File: config.mk
export PLATFORM = sky130hd
export DESIGN_NAME = dcsc_top
export DESIGN_NICKNAME = d
export VERILOG_FILES = /design/src/logic/dcsc_pkg.sv /design/src/logic/dcsc_top.sv
export SDC_FILE = /design/constraint.sdc
export NUM_CORES = 1
export LEC_CHECK = 0
export BUFFER_PORTS_ARGS = -buffer_cell sky130_fd_sc_hd__buf_4
export CAP_MARGIN = 20
export CELL_PAD_IN_SITES_DETAIL_PLACEMENT = 2
export CELL_PAD_IN_SITES_GLOBAL_PLACEMENT = 2
export CORE_MARGIN = 4
export CORE_UTILIZATION = 30
export DETAILED_ROUTE_END_ITERATION = 8
export PLACE_DENSITY_LB_ADDON = 0.12
export SLEW_MARGIN = 20
export SYNTH_ARGS = -nofsm -noshare
export SYNTH_HDL_FRONTEND = slang
export SYNTH_SLANG_ARGS = --single-unit
File: constraint.sdc
create_clock -name sys_clk -period 2.12 [get_ports sys_clk]
set_input_delay 0 -clock sys_clk [delete_from_list [all_inputs] [get_ports sys_clk]]
set_output_delay 0 -clock sys_clk [all_outputs]
set_load 0.005 [all_outputs]
File: src/logic/dcsc_pkg.sv
// Package of constants and carrier types for the DMA channel status block.
package dcsc_pkg;

	// ****************************************
	// Sizes
	// ****************************************
	localparam int NUM_CH    = 2;
	localparam int EV_PER_CH = 3;
	localparam int IRQ_W     = NUM_CH * EV_PER_CH;

	// ****************************************
	// Register offsets
	// ****************************************
	localparam logic [7:0] REG_STATUS     = 8'h00;
	localparam logic [7:0] REG_CUR        = 8'h04;
	localparam logic [7:0] REG_BASE       = 8'h08;
	localparam logic [7:0] REG_MODE_HI    = 8'h0C;
	localparam logic [7:0] REG_PATTERN    = 8'h10;
	localparam logic [7:0] REG_MASK       = 8'h14;
	localparam logic [7:0] REG_OPTION     = 8'h18;
	localparam logic [7:0] REG_CMD        = 8'h1C;
	localparam logic [7:0] REG_IRQ_STATUS = 8'h40;
	localparam logic [7:0] REG_IRQ_MASK   = 8'h44;

	// ****************************************
	// Field positions
	// ****************************************
	localparam int ST_BUS_WAIT = 10;
	localparam int ST_SIP      = 9;
	localparam int ST_INHIBIT  = 6;
	localparam int ST_HW_REQ   = 5;
	localparam int ST_UPPER    = 4;
	localparam int ST_LOWER    = 3;
	localparam int ST_MATCH    = 2;
	localparam int ST_EOP      = 1;
	localparam int ST_TC       = 0;
	localparam int MH_SR       = 4;
	localparam int MH_HM       = 3;
	localparam int CMD_RELOAD  = 0;
	localparam int CMD_IACK    = 1;
	localparam int OPT_SEARCH  = 0;
	localparam int EV_TC       = 0;
	localparam int EV_EOP      = 1;
	localparam int EV_MC       = 2;

	// ****************************************
	// Match condition codes
	// ****************************************
	localparam logic [1:0] MC_WORD_MATCH = 2'h2;
	localparam logic [1:0] MC_BYTE_MATCH = 2'h3;

	// ****************************************
	// Types
	// ****************************************
	typedef enum logic {CS_IDLE, CS_RUN} dcsc_cs_t;

	typedef struct packed {
		logic        psel;
		logic        penable;
		logic        pwrite;
		logic [7:0]  paddr;
		logic [31:0] pwdata;
	} dcsc_apb_req_t;

	typedef struct packed {
		logic [31:0] prdata;
		logic        pready;
		logic        pslverr;
	} dcsc_apb_rsp_t;

	typedef struct packed {
		dcsc_cs_t    cs;
		logic        second_interrupt_waiting;
		logic        hm;
		logic        search;
		logic [1:0]  mcond;
		logic        tc;
		logic        eop;
		logic        mc;
		logic        upper_byte_match;
		logic        lower_byte_match;
		logic [15:0] cur;
		logic [15:0] base;
		logic [15:0] pat;
		logic [15:0] msk;
	} dcsc_chan_t;

	typedef struct packed {
		dcsc_chan_t [NUM_CH-1:0] ch;
		logic [NUM_CH-1:0]       hw_s1;
		logic [NUM_CH-1:0]       hw_s2;
		logic [NUM_CH-1:0]       hw_s3;
		logic [NUM_CH-1:0]       hw_f;
		logic [NUM_CH-1:0]       breq;
		logic                    eop_s1;
		logic                    eop_s2;
		logic                    eop_s3;
		logic                    eop_f;
		logic [IRQ_W-1:0]        irq_st;
		logic [IRQ_W-1:0]        irq_msk;
		logic                    irq;
		dcsc_apb_rsp_t           rsp;
	} dcsc_state_t;

	// ****************************************
	// Reset values
	// ****************************************
	localparam dcsc_state_t STATE_RST = '0;

endpackage : dcsc_pkg

File: src/logic/dcsc_top.sv
// Two-channel DMA status, match and operation count block with APB access.
//
// Operation
// - Status bit 10 is set while the channel requests the bus.
// - Second pending interrupt sets bit 9 and suspends channel until acknowledge.
// - Bit 6 shows the request inhibit; inhibited channel ignores hardware request.
// - Bit 5 reads one while the hardware request input is asserted.
// - Bit 4 sets when the masked upper byte matches the pattern.
// - Bit 3 sets when the masked lower byte matches the pattern.
// - Bit 1 sets when the end-of-process line terminates the operation.
// - The current count decrements by one for every datum moved.
// - An early stop keeps the remaining current count for later resumption.
// - After a completed transfer the current count holds zero.
// - A current count loaded as zero moves 64K data items.
// - The base count starts equal to the current count.
// - The base count never changes as transfers progress.
// - Software can copy the base count into the current count.
// - Bits 12 to 9 read zero while the channel is idle and no second interrupt waits.
// - The status register is read-only; writes have no effect.
`timescale 1ns/1ns

module dcsc_top
	import dcsc_pkg::*;
(
	// Clock and reset
	input  wire logic              sys_clk,
	input  wire logic              rst,
	// Register bus
	input  wire dcsc_apb_req_t     apb_req,
	output      dcsc_apb_rsp_t     apb_rsp,
	// Peripheral and bus side
	input  wire logic [NUM_CH-1:0] hw_req_pin,
	input  wire logic              end_of_process_pin,
	input  wire logic [NUM_CH-1:0] datum_done,
	input  wire logic [15:0]       datum,
	output      logic [NUM_CH-1:0] bus_request,
	// Interrupt
	output      logic              irq
);

	// ****************************************
	// Helpers
	// ****************************************
	function automatic logic byte_eq(
		input logic [7:0] a,
		input logic [7:0] p,
		input logic [7:0] m
	);
		byte_eq = ((a ^ p) & ~m) == 8'h00;
	endfunction : byte_eq

	function automatic logic [15:0] status_word(
		input dcsc_chan_t c,
		input logic       hwr,
		input logic       bw
	);
		status_word              = 16'h0000;
		status_word[ST_BUS_WAIT] = bw;
		status_word[ST_SIP]      = c.second_interrupt_waiting;
		status_word[ST_INHIBIT]  = c.hm;
		status_word[ST_HW_REQ]   = hwr;
		status_word[ST_UPPER]    = c.upper_byte_match;
		status_word[ST_LOWER]    = c.lower_byte_match;
		status_word[ST_MATCH]    = c.mc;
		status_word[ST_EOP]      = c.eop;
		status_word[ST_TC]       = c.tc;
	endfunction : status_word

	// ****************************************
	// State
	// ****************************************
	dcsc_state_t q;
	dcsc_state_t d;

	logic        setup;
	logic        acc;
	logic        wr;
	logic        rd;
	logic        in_ch;
	logic        chs;
	logic [7:0]  roff;
	logic [15:0] st0;
	logic [15:0] st1;

	assign setup = apb_req.psel & ~apb_req.penable;
	assign acc   = apb_req.psel & apb_req.penable & q.rsp.pready;
	assign wr    = acc & apb_req.pwrite;
	assign rd    = acc & ~apb_req.pwrite;
	assign in_ch = (apb_req.paddr[7:6] == 2'h0);
	assign chs   = apb_req.paddr[5];
	assign roff  = {3'h0, apb_req.paddr[4:0]};
	assign st0   = status_word(q.ch[0], q.hw_f[0], q.breq[0]);
	assign st1   = status_word(q.ch[1], q.hw_f[1], q.breq[1]);

	assign apb_rsp     = q.rsp;
	assign bus_request = q.breq;
	assign irq         = q.irq;

	// ****************************************
	// Next state
	// ****************************************
	always_comb begin
		logic [IRQ_W-1:0]  ev;
		logic [NUM_CH-1:0] wsel;
		logic [NUM_CH-1:0] start;
		logic [NUM_CH-1:0] take;
		logic [NUM_CH-1:0] m_hi;
		logic [NUM_CH-1:0] m_lo;
		logic [NUM_CH-1:0] stop_m;
		ev     = '0;
		wsel   = '0;
		start  = '0;
		take   = '0;
		m_hi   = '0;
		m_lo   = '0;
		stop_m = '0;
		d      = q;

		// Pins pass three stages; a change counts once stages agree.
		d.hw_s1  = hw_req_pin;
		d.hw_s2  = q.hw_s1;
		d.hw_s3  = q.hw_s2;
		d.eop_s1 = end_of_process_pin;
		d.eop_s2 = q.eop_s1;
		d.eop_s3 = q.eop_s2;
		for (int i = 0; i < NUM_CH; i++) begin
			if (q.hw_s2[i] == q.hw_s3[i]) begin
				d.hw_f[i] = q.hw_s2[i];
			end
		end
		if (q.eop_s2 == q.eop_s3) begin
			d.eop_f = q.eop_s2;
		end

		// Zero wait states: the answer is prepared in the setup cycle.
		d.rsp.pready  = 1'b0;
		d.rsp.pslverr = 1'b0;
		if (setup) begin
			d.rsp.pready = 1'b1;
			d.rsp.prdata = 32'h0000_0000;
			if (in_ch && apb_req.paddr[1:0] == 2'h0) begin
				unique case (roff)
					REG_STATUS: d.rsp.prdata = 32'(status_word(
						q.ch[chs], q.hw_f[chs], q.breq[chs]));
					REG_CUR:     d.rsp.prdata = 32'(q.ch[chs].cur);
					REG_BASE:    d.rsp.prdata = 32'(q.ch[chs].base);
					REG_MODE_HI: d.rsp.prdata = 32'({q.ch[chs].hm,
						1'b0, q.ch[chs].mcond});
					REG_PATTERN: d.rsp.prdata = 32'(q.ch[chs].pat);
					REG_MASK:    d.rsp.prdata = 32'(q.ch[chs].msk);
					REG_OPTION:  d.rsp.prdata = 32'(q.ch[chs].search);
					REG_CMD:     d.rsp.prdata = 32'h0000_0000;
					default:     d.rsp.pslverr = 1'b1;
				endcase
			end else if (apb_req.paddr == REG_IRQ_STATUS) begin
				d.rsp.prdata = 32'(q.irq_st);
			end else if (apb_req.paddr == REG_IRQ_MASK) begin
				d.rsp.prdata = 32'(q.irq_msk);
			end else begin
				d.rsp.pslverr = 1'b1;
			end
		end

		for (int i = 0; i < NUM_CH; i++) begin
			wsel[i] = wr && in_ch && (chs == 1'(i));
			if (wsel[i]) begin
				unique case (roff)
					REG_CUR: begin
						d.ch[i].cur  = apb_req.pwdata[15:0];
						d.ch[i].base = apb_req.pwdata[15:0];
					end
					REG_BASE: begin
						d.ch[i].base = apb_req.pwdata[15:0];
					end
					REG_MODE_HI: begin
						d.ch[i].hm    = apb_req.pwdata[MH_HM];
						d.ch[i].mcond = apb_req.pwdata[1:0];
						start[i]      = apb_req.pwdata[MH_SR];
					end
					REG_PATTERN: d.ch[i].pat = apb_req.pwdata[15:0];
					REG_MASK:    d.ch[i].msk = apb_req.pwdata[15:0];
					REG_OPTION:  d.ch[i].search = apb_req.pwdata[OPT_SEARCH];
					REG_CMD: begin
						if (apb_req.pwdata[CMD_RELOAD]) begin
							d.ch[i].cur = q.ch[i].base;
						end
						if (apb_req.pwdata[CMD_IACK]) begin
							d.ch[i].second_interrupt_waiting = 1'b0;
						end
					end
					// Status writes land here and change nothing.
					default: d.ch[i].second_interrupt_waiting = d.ch[i].second_interrupt_waiting;
				endcase
			end

			// A masked channel only starts from software.
			if (q.hw_f[i] && !q.ch[i].hm) begin
				start[i] = 1'b1;
			end
			if (start[i] && q.ch[i].cs == CS_IDLE && !q.ch[i].second_interrupt_waiting) begin
				d.ch[i].cs  = CS_RUN;
				d.ch[i].tc  = 1'b0;
				d.ch[i].eop = 1'b0;
				d.ch[i].mc  = 1'b0;
				d.ch[i].upper_byte_match = 1'b0;
				d.ch[i].lower_byte_match = 1'b0;
			end

			// A suspended channel drops its request and takes no data.
			if (q.ch[i].cs == CS_RUN && !q.ch[i].second_interrupt_waiting) begin
				take[i] = datum_done[i] & q.breq[i];
				m_hi[i] = byte_eq(datum[15:8], q.ch[i].pat[15:8],
					q.ch[i].msk[15:8]);
				m_lo[i] = byte_eq(datum[7:0], q.ch[i].pat[7:0],
					q.ch[i].msk[7:0]);
				if (q.ch[i].mcond == MC_WORD_MATCH) begin
					stop_m[i] = m_hi[i] & m_lo[i];
				end else if (q.ch[i].mcond == MC_BYTE_MATCH) begin
					stop_m[i] = m_lo[i];
				end else begin
					stop_m[i] = ~(m_hi[i] & m_lo[i]);
				end
				if (take[i]) begin
					// Zero wraps to all ones, giving the full 64K run.
					d.ch[i].cur = q.ch[i].cur - 16'h0001;
					if (q.ch[i].search) begin
						d.ch[i].upper_byte_match = q.ch[i].upper_byte_match | m_hi[i];
						d.ch[i].lower_byte_match = q.ch[i].lower_byte_match | m_lo[i];
						ev[i*EV_PER_CH+EV_MC] = stop_m[i];
					end
					ev[i*EV_PER_CH+EV_TC] = (q.ch[i].cur == 16'h0001);
				end
				ev[i*EV_PER_CH+EV_EOP] = q.eop_f;
				// Ending the run leaves the count where it stopped.
				if (|ev[i*EV_PER_CH+:EV_PER_CH]) begin
					d.ch[i].cs  = CS_IDLE;
					d.ch[i].tc  = ev[i*EV_PER_CH+EV_TC];
					d.ch[i].eop = ev[i*EV_PER_CH+EV_EOP];
					d.ch[i].mc  = ev[i*EV_PER_CH+EV_MC];
					if (|q.irq_st[i*EV_PER_CH+:EV_PER_CH]) begin
						d.ch[i].second_interrupt_waiting = 1'b1;
					end
				end
			end
			d.breq[i] = (d.ch[i].cs == CS_RUN) && !d.ch[i].second_interrupt_waiting;
		end

		// Read clears the sticky bits; a new event still wins.
		if (rd && apb_req.paddr == REG_IRQ_STATUS) begin
			d.irq_st = '0;
		end
		if (wr && apb_req.paddr == REG_IRQ_MASK) begin
			d.irq_msk = apb_req.pwdata[IRQ_W-1:0];
		end
		d.irq_st = d.irq_st | ev;
		d.irq    = |(d.irq_st & d.irq_msk);

		if (rst) begin
			d = STATE_RST;
		end
	end

	always_ff @(posedge sys_clk) begin
		q <= d;
	end

	logic take0;
	logic wr0;
	assign take0 = q.ch[0].cs == CS_RUN && !q.ch[0].second_interrupt_waiting &&
		q.breq[0] && datum_done[0] && !apb_req.psel && !q.eop_f;
	assign wr0   = wr && in_ch && !chs;
endmodule : dcsc_top

==> out/results.ini, run 1 <==
[run_status]
status=finished, final reports clean

[timing]
slew_viol_final=0
hold_viol=0
clock-skew-final_ns=0.0143
tightest_slew_ns=0.611
post-route-min-period_ns=2.11
setup_viol=0
max_freq_mhz=474
slew_headroom_pct=59.2
rsz0062_at_grt=true
fin_crit_sh_pct=99.5

[cts]
htree_num_levels=4
cts_buffers=17
clockBufferDepth=2
clkSinkCount=195
cts_tree=built
cts_root_buf=clkbuf_16
clock_latency_ns=0.46
path_clk_slew_ns=0.08

[floorplan]
core_um2=33600
fp.dieW_um=193
ios=103
rows=67
die_area_um2=37200
start_util_pct=30.5
die_y_um=193

[min_path]
hp-class=in -> reg
min_delay_path_depth=4
hp-start=apb_req[42]
min_to=apb_rsp[2]

[cells_and_area]
synthToLayoutAreaGrowth_pct=27.1
final_cell_mix=nand2_1, buf_4, dfxtp_1
layout_commonest_cell=nand2_1
drive_above_1_share_pct=22.2
diodes=0
stdcell_count=1931
nets=1540
nFillCells=3806

[logic_synthesis]
synth_top_area_cell=dfxtp_1
syn_area_um2=10300
yosys_warnings=0
synth-seq-area-share_pct=38.0
ys_seq_elements=195
syn-instance-count=1318
async_flop_share_pct=0
synthFlopType=dfxtp_1
netlist_top_cells_area=dfxtp_1, nand2_1, a21oi_1
synth_edf_count=0
yosysTopAreaCellShare_pct=38.0
ys_types=71
syn_area_per_cell_um2=7.79

[global_routing]
antenna_found_initial=0
grt_pass1_vias=11200
grt_overflow=0
grt_use_total_pct=25.6
grt_pass1_wl_um=71200
grt_max_degree=80

[placed_design]
placement.io_buffers=70
gp_congestion=0.886
dp_hpwl_um=35700
numPlacedInstances=1874

[power]
leakage_uw=0.00475
power_uw=7840
ir_drop_uv=543
power_density_nw_per_um2=601

[critical_path]
rr_endpoint=q[196]
r2r_start=q[185]
ff2ff_path_depth=9
worstPathMaxFanout=4
r2r_slack_ns=0.01
cp-start-kind=flop
path_class=reg -> reg
startpoint=q[185]
cp_data_arrival_time_ns=2.45
cp.required_ns=2.46
end_kind=flop

[route]
wl_um=47800
avgRoutedWirePerCell_um=24.8
via_per_inst=5.62
ant_nets=0
drt_pass1_iterations=5
drt-initial-drc-count=752
drc=0
vias=10800

[job]
cap_viol_max_count=0

## sequential cells by signal, indices dropped and copies added (netlist names)
signal,count
q,174
irq,1
apb_rsp,18
bus_request,2
## layout make-up
| class | instances | area [um^2] | share of cell area (%) |
|---|---|---|---|
| Clock buffer | 20 | 467 | 3.58 |
| Clock inverter | 12 | 151 | 1.16 |
| Inverter | 13 | 48.8 | 0.374 |
| Multi-Input combinational cell | 995 | 5880 | 45.1 |
| Sequential cell | 195 | 3910 | 30.0 |
| Tap cell | 448 | 561 | 4.30 |
| Timing Repair Buffer | 248 | 2030 | 15.5 |
## Yosys cell counts (all sizes together), types with 16 or more instances
| cell type | instances |
|---|---|
| nor3 | 28 |
| nand3 | 24 |
| o22ai | 21 |
| nor2 | 75 |
| dfxtp | 195 |
| a221oi | 37 |
| nand2 | 283 |
| mux2 | 16 |
| mux2i | 48 |
| a22oi | 35 |
| buf | 63 |
| clkbuf | 67 |
| nor4 | 17 |
| xnor2 | 36 |
| o21ai | 61 |
| a21oi | 167 |
## metal layers
layer	GRT usage, %	part of all wire [%]	vias to the layer above	routed length, um
met3	3.56	3.8	52	1830
met2	41.2	46	229	22000
li1	-	-	4971	-
met4	7.35	2.4	0	1130
met5	0	0	-	0
met1	35.9	48	5595	22900
## worst max-delay path by stage
stage and end:
2_1_floorplan q[196], 3_3_place_gp bus_request[0], 3_5_place_dp bus_request[0], 4_1_cts bus_request[0], 5_1_grt q[196], 6_report q[196]
## stage by stage
step / cell area, um^2 / hold WS, ns / worst slack, ns / utilization, % / TNS [ns]
6_report: 13000 / 0.0835 / 0.0104 / 38.8 / 0
5_1_grt: 13000 / 0.117 / -0.0734 / 38.8 / -0.187
4_1_cts: 12900 / 0.0537 / -0.00534 / 38.2 / -0.00534
3_5_place_dp: 12000 / 0.218 / -0.0989 / 35.7 / -0.346
3_3_place_gp: 12000 / 0.213 / -0.0101 / 35.7 / -0.0171
2_1_floorplan: 10300 / 0.128 / 0.0256 / - / 0
## critical path, stage by stage, from the launching register on
cell     delay [ns]
dfxtp_2        0.34
inv_2          0.08
ha_4           0.13
or3b_4         0.39
nor3_2         0.16
buf_4          0.15
nand2_4        0.05
or4_4          0.55
nand3_2        0.10
a21oi_2        0.05
## power breakdown
| part | total, uW | internal [uW] | switching (uW) |
|---|---|---|---|
| Sequential | 3680 | 3670 | 6.32 |
| Combinational | 636 | 247 | 389 |
| Clock | 3520 | 1950 | 1570 |
| Total | 7840 | 5870 | 1960 |
## cell families after synthesis
| logic type | share of synthesized area, % |
|---|---|
| and+or+nand+nor | 21.2 |
| AOI/OAI and AO/OA | 23.7 |
| DFF | 38.0 |
| buffers and inverters | 7.01 |
| muxes | 6.44 |
| xor gates and xnor gates | 3.16 |
| adders and majority gates | 0.488 |
| other | 0.0365 |
## what timing repair did
| action | in CTS | in global routing |
|---|---|---|
| hold buffers | 19 | 0 |
| pin swaps | 0 | 10 |
| hold endpoints to repair | 118 | 0 |
| setup buffers | 0 | 6 |
| setup endpoints to repair | 13 | 18 |
| resized for setup | 9 | 34 |
(Power assumes the default switching activity.)
==> run 2, diff against run 1 <==
Settings changed: ABC_CLOCK_PERIOD_IN_PS from default to 2120, CTS_BUF_LIST from default to sky130_fd_sc_hd__clkbuf_8.
==> run 2 against run 1 <==
  * Final cell count is essentially flat
  * Die area unchanged
  * Critical path type unchanged
  * Core utilization fell by 0.53 points
  * Clock skew is 0.0087 ns higher
  * Worst hold slack got worse by 0.019 ns
  * Cell area shrank 1.4%
  * Total power decreased by 10%
  * Largest power group unchanged
  * Global-route usage shrank 0.33 points
  * Clock power fell by 22%
==> out/results.ini, run 2 (synthesis results as in run 1) <==
[cells_and_area]
drive_above_1_share_pct=22.3  ; +0.12 points
final_cell_mix=nand2_1, buf_4, dfxtp_1
synthToLayoutAreaGrowth_pct=25.4
diodes=0  ; unchanged
layout_commonest_cell=nand2_1
nets=1541  ; +0.065%
nFillCells=3817  ; +0.29%
top_register=q
utilization_pct=38.3  ; -0.53 points
largest_reg_flops=174  ; unchanged

[route]
drt-initial-drc-count=600  ; -20%
ant_nets=0  ; unchanged
drc=0  ; unchanged
drt_pass1_iterations=7  ; +2
avgRoutedWirePerCell_um=24.5  ; -1.2%
via_per_inst=5.56  ; -1.1%
wl_um=47300  ; -1.2%
vias=10700  ; -1.0%

[job]
cap_viol_max_count=0  ; unchanged

[floorplan]
die_area_um2=37200  ; unchanged
start_util_pct=30.5  ; unchanged
die_y_um=193  ; unchanged
core_um2=33600  ; unchanged
fp.dieW_um=193  ; unchanged
rows=67  ; unchanged
ios=103  ; unchanged

[power]
leakage_uw=0.00467  ; -1.6%
power_density_nw_per_um2=548  ; -8.8%
power_uw=7050  ; -10%
ir_drop_uv=385  ; -29%

[timing]
post-route-min-period_ns=2.12  ; +0.00859 ns
tightest_slew_ns=0.607  ; -0.00469 ns
fin_ws_ns=0.00183  ; -0.00859 ns
timing.hold.ws_ns=0.0646  ; -0.0189 ns
tns_ns=0  ; unchanged
rsz0062_at_grt=true
fin_crit_sh_pct=99.9  ; +0.41 points
slew_viol_final=0  ; unchanged
max_freq_mhz=472  ; -0.41%
hold_viol=0  ; unchanged
setup_viol=0  ; unchanged
slew_headroom_pct=59.1  ; -0.11 points
clock-skew-final_ns=0.0230  ; +0.00865 ns

[global_routing]
grt_pass1_wl_um=70400  ; -1.1%
grt_use_total_pct=25.2  ; -0.33 points
grt_busiest_layer=met2
grt_max_degree=80  ; unchanged
antenna_found_initial=0  ; unchanged
grt_util_met2_pct=40.6  ; -0.54 points
grt_pass1_vias=11100  ; -0.54%
use_met1_pct=35.8  ; -0.15 points
grt_overflow=0  ; unchanged
grtUsageMet3_pct=3.46  ; -0.11 points

[cts]
cts_tree=built
path_clk_slew_ns=0.11  ; +0.03 ns
cts_buffers=17  ; unchanged
htree_num_levels=4  ; unchanged
clockBufferDepth=2  ; unchanged
cts_root_buf=clkbuf_8
clkSinkCount=195  ; unchanged
clock_latency_ns=0.51  ; +0.05 ns

[min_path]
min_to=q[43]
hp-class=in -> reg
hp-start=apb_req[40]
min_delay_path_depth=5  ; +1

[placed_design]
dp_hpwl_um=35700  ; unchanged
gp_congestion=0.886  ; unchanged
pre_cts_slack_ns=-0.0989  ; unchanged
placement.io_buffers=70  ; unchanged

[critical_path]
path_class=reg -> reg
rr_endpoint=q[196]
worstPathMaxFanout=4  ; unchanged
cpPeakStageDelay_ns=0.55  ; about the same
cp.required_ns=2.52  ; +0.06 ns
cp_data_arrival_time_ns=2.52  ; +0.07 ns
crit_chain=inv_2 > ha_4 > or3b_4 > nor3_2 > buf_4 > nand2_4 > or4_4 > nand3_2 > a21oi_2
slowest_stage=or4_4
r2r_slack_ns=0.002  ; about the same
end_kind=flop
cp-start-kind=flop
ff2ff_path_depth=9  ; unchanged
r2r_start=q[185]

[run_status]
status=finished, final reports clean

[run 2: per-layer routing]
layer / part of all wire [%] / vias up / wire length, um
met1: 48 / 5511 / 22700
li1: - / 4976 / -
met3: 4.1 / 40 / 1930
met5: 0 / - / 0
met2: 46 / 211 / 21700
met4: 2.0 / 0 / 945
[run 2: stage by stage]
stage | area, um^2 | cells
3_5_place_dp | 12000 | 1874
4_1_cts | 12700 | 1926
6_report | 12900 | 1932
2_1_floorplan | 10300 | 1333
5_1_grt | 12900 | 1932
3_3_place_gp | 12000 | 1874
[run 2: worst max-delay path by stage]
stage	start	to	slack, ns	cells after the start
after floorplan	q[184]	q[196]	0.03	8
after global placement	q[122]	bus_request[0]	-0.01	8
after detailed placement	q[122]	bus_request[0]	-0.1	8
after CTS	q[86]	irq	0.0006	8
after global routing	q[185]	q[196]	-0.07	9
final	q[185]	q[196]	0.002	9
[run 2: cell type report]
| cell class | count | area [um^2] | share of cell area (%) |
|---|---|---|---|
| clock buffer | 20 | 275 | 2.14 |
| clock inverter | 12 | 151 | 1.18 |
| inverter | 13 | 48.8 | 0.379 |
| multi-input combinational | 995 | 5880 | 45.7 |
| sequential | 195 | 3910 | 30.4 |
| tap | 448 | 561 | 4.36 |
| timing repair buffer | 249 | 2040 | 15.8 |
[run 2: where the power goes]
group / switching (uW) / total [uW] / internal (uW) / leakage [uW]
sequential: 6.35 / 3680 / 3670 / 0.00158
combinational: 387 / 636 / 249 / 0.00288
clock: 1470 / 2730 / 1260 / 0.000215
total: 1870 / 7050 / 5190 / 0.00467
[run 2: worst max-delay path, delay by kind of cell, from the launching register on]
kind	cells	cell delay [ns]
AO/OA/AOI/OAI	1	0.05
flip-flops	1	0.35
adder cells (fa/ha/maj)	1	0.13
AND/OR/NAND/NOR	5	1.25
buffers and inverters	2	0.23
[run 2: repair_timing]
| action | in CTS | in global routing |
|---|---|---|
| endpoints found under the setup margin | 13 | 19 |
| hold endpoints to repair | 126 | 0 |
| gates resized for setup | 7 | 39 |
| pin swaps | 0 | 7 |
| hold buffers | 20 | 0 |
| setup buffers | 0 | 6 |
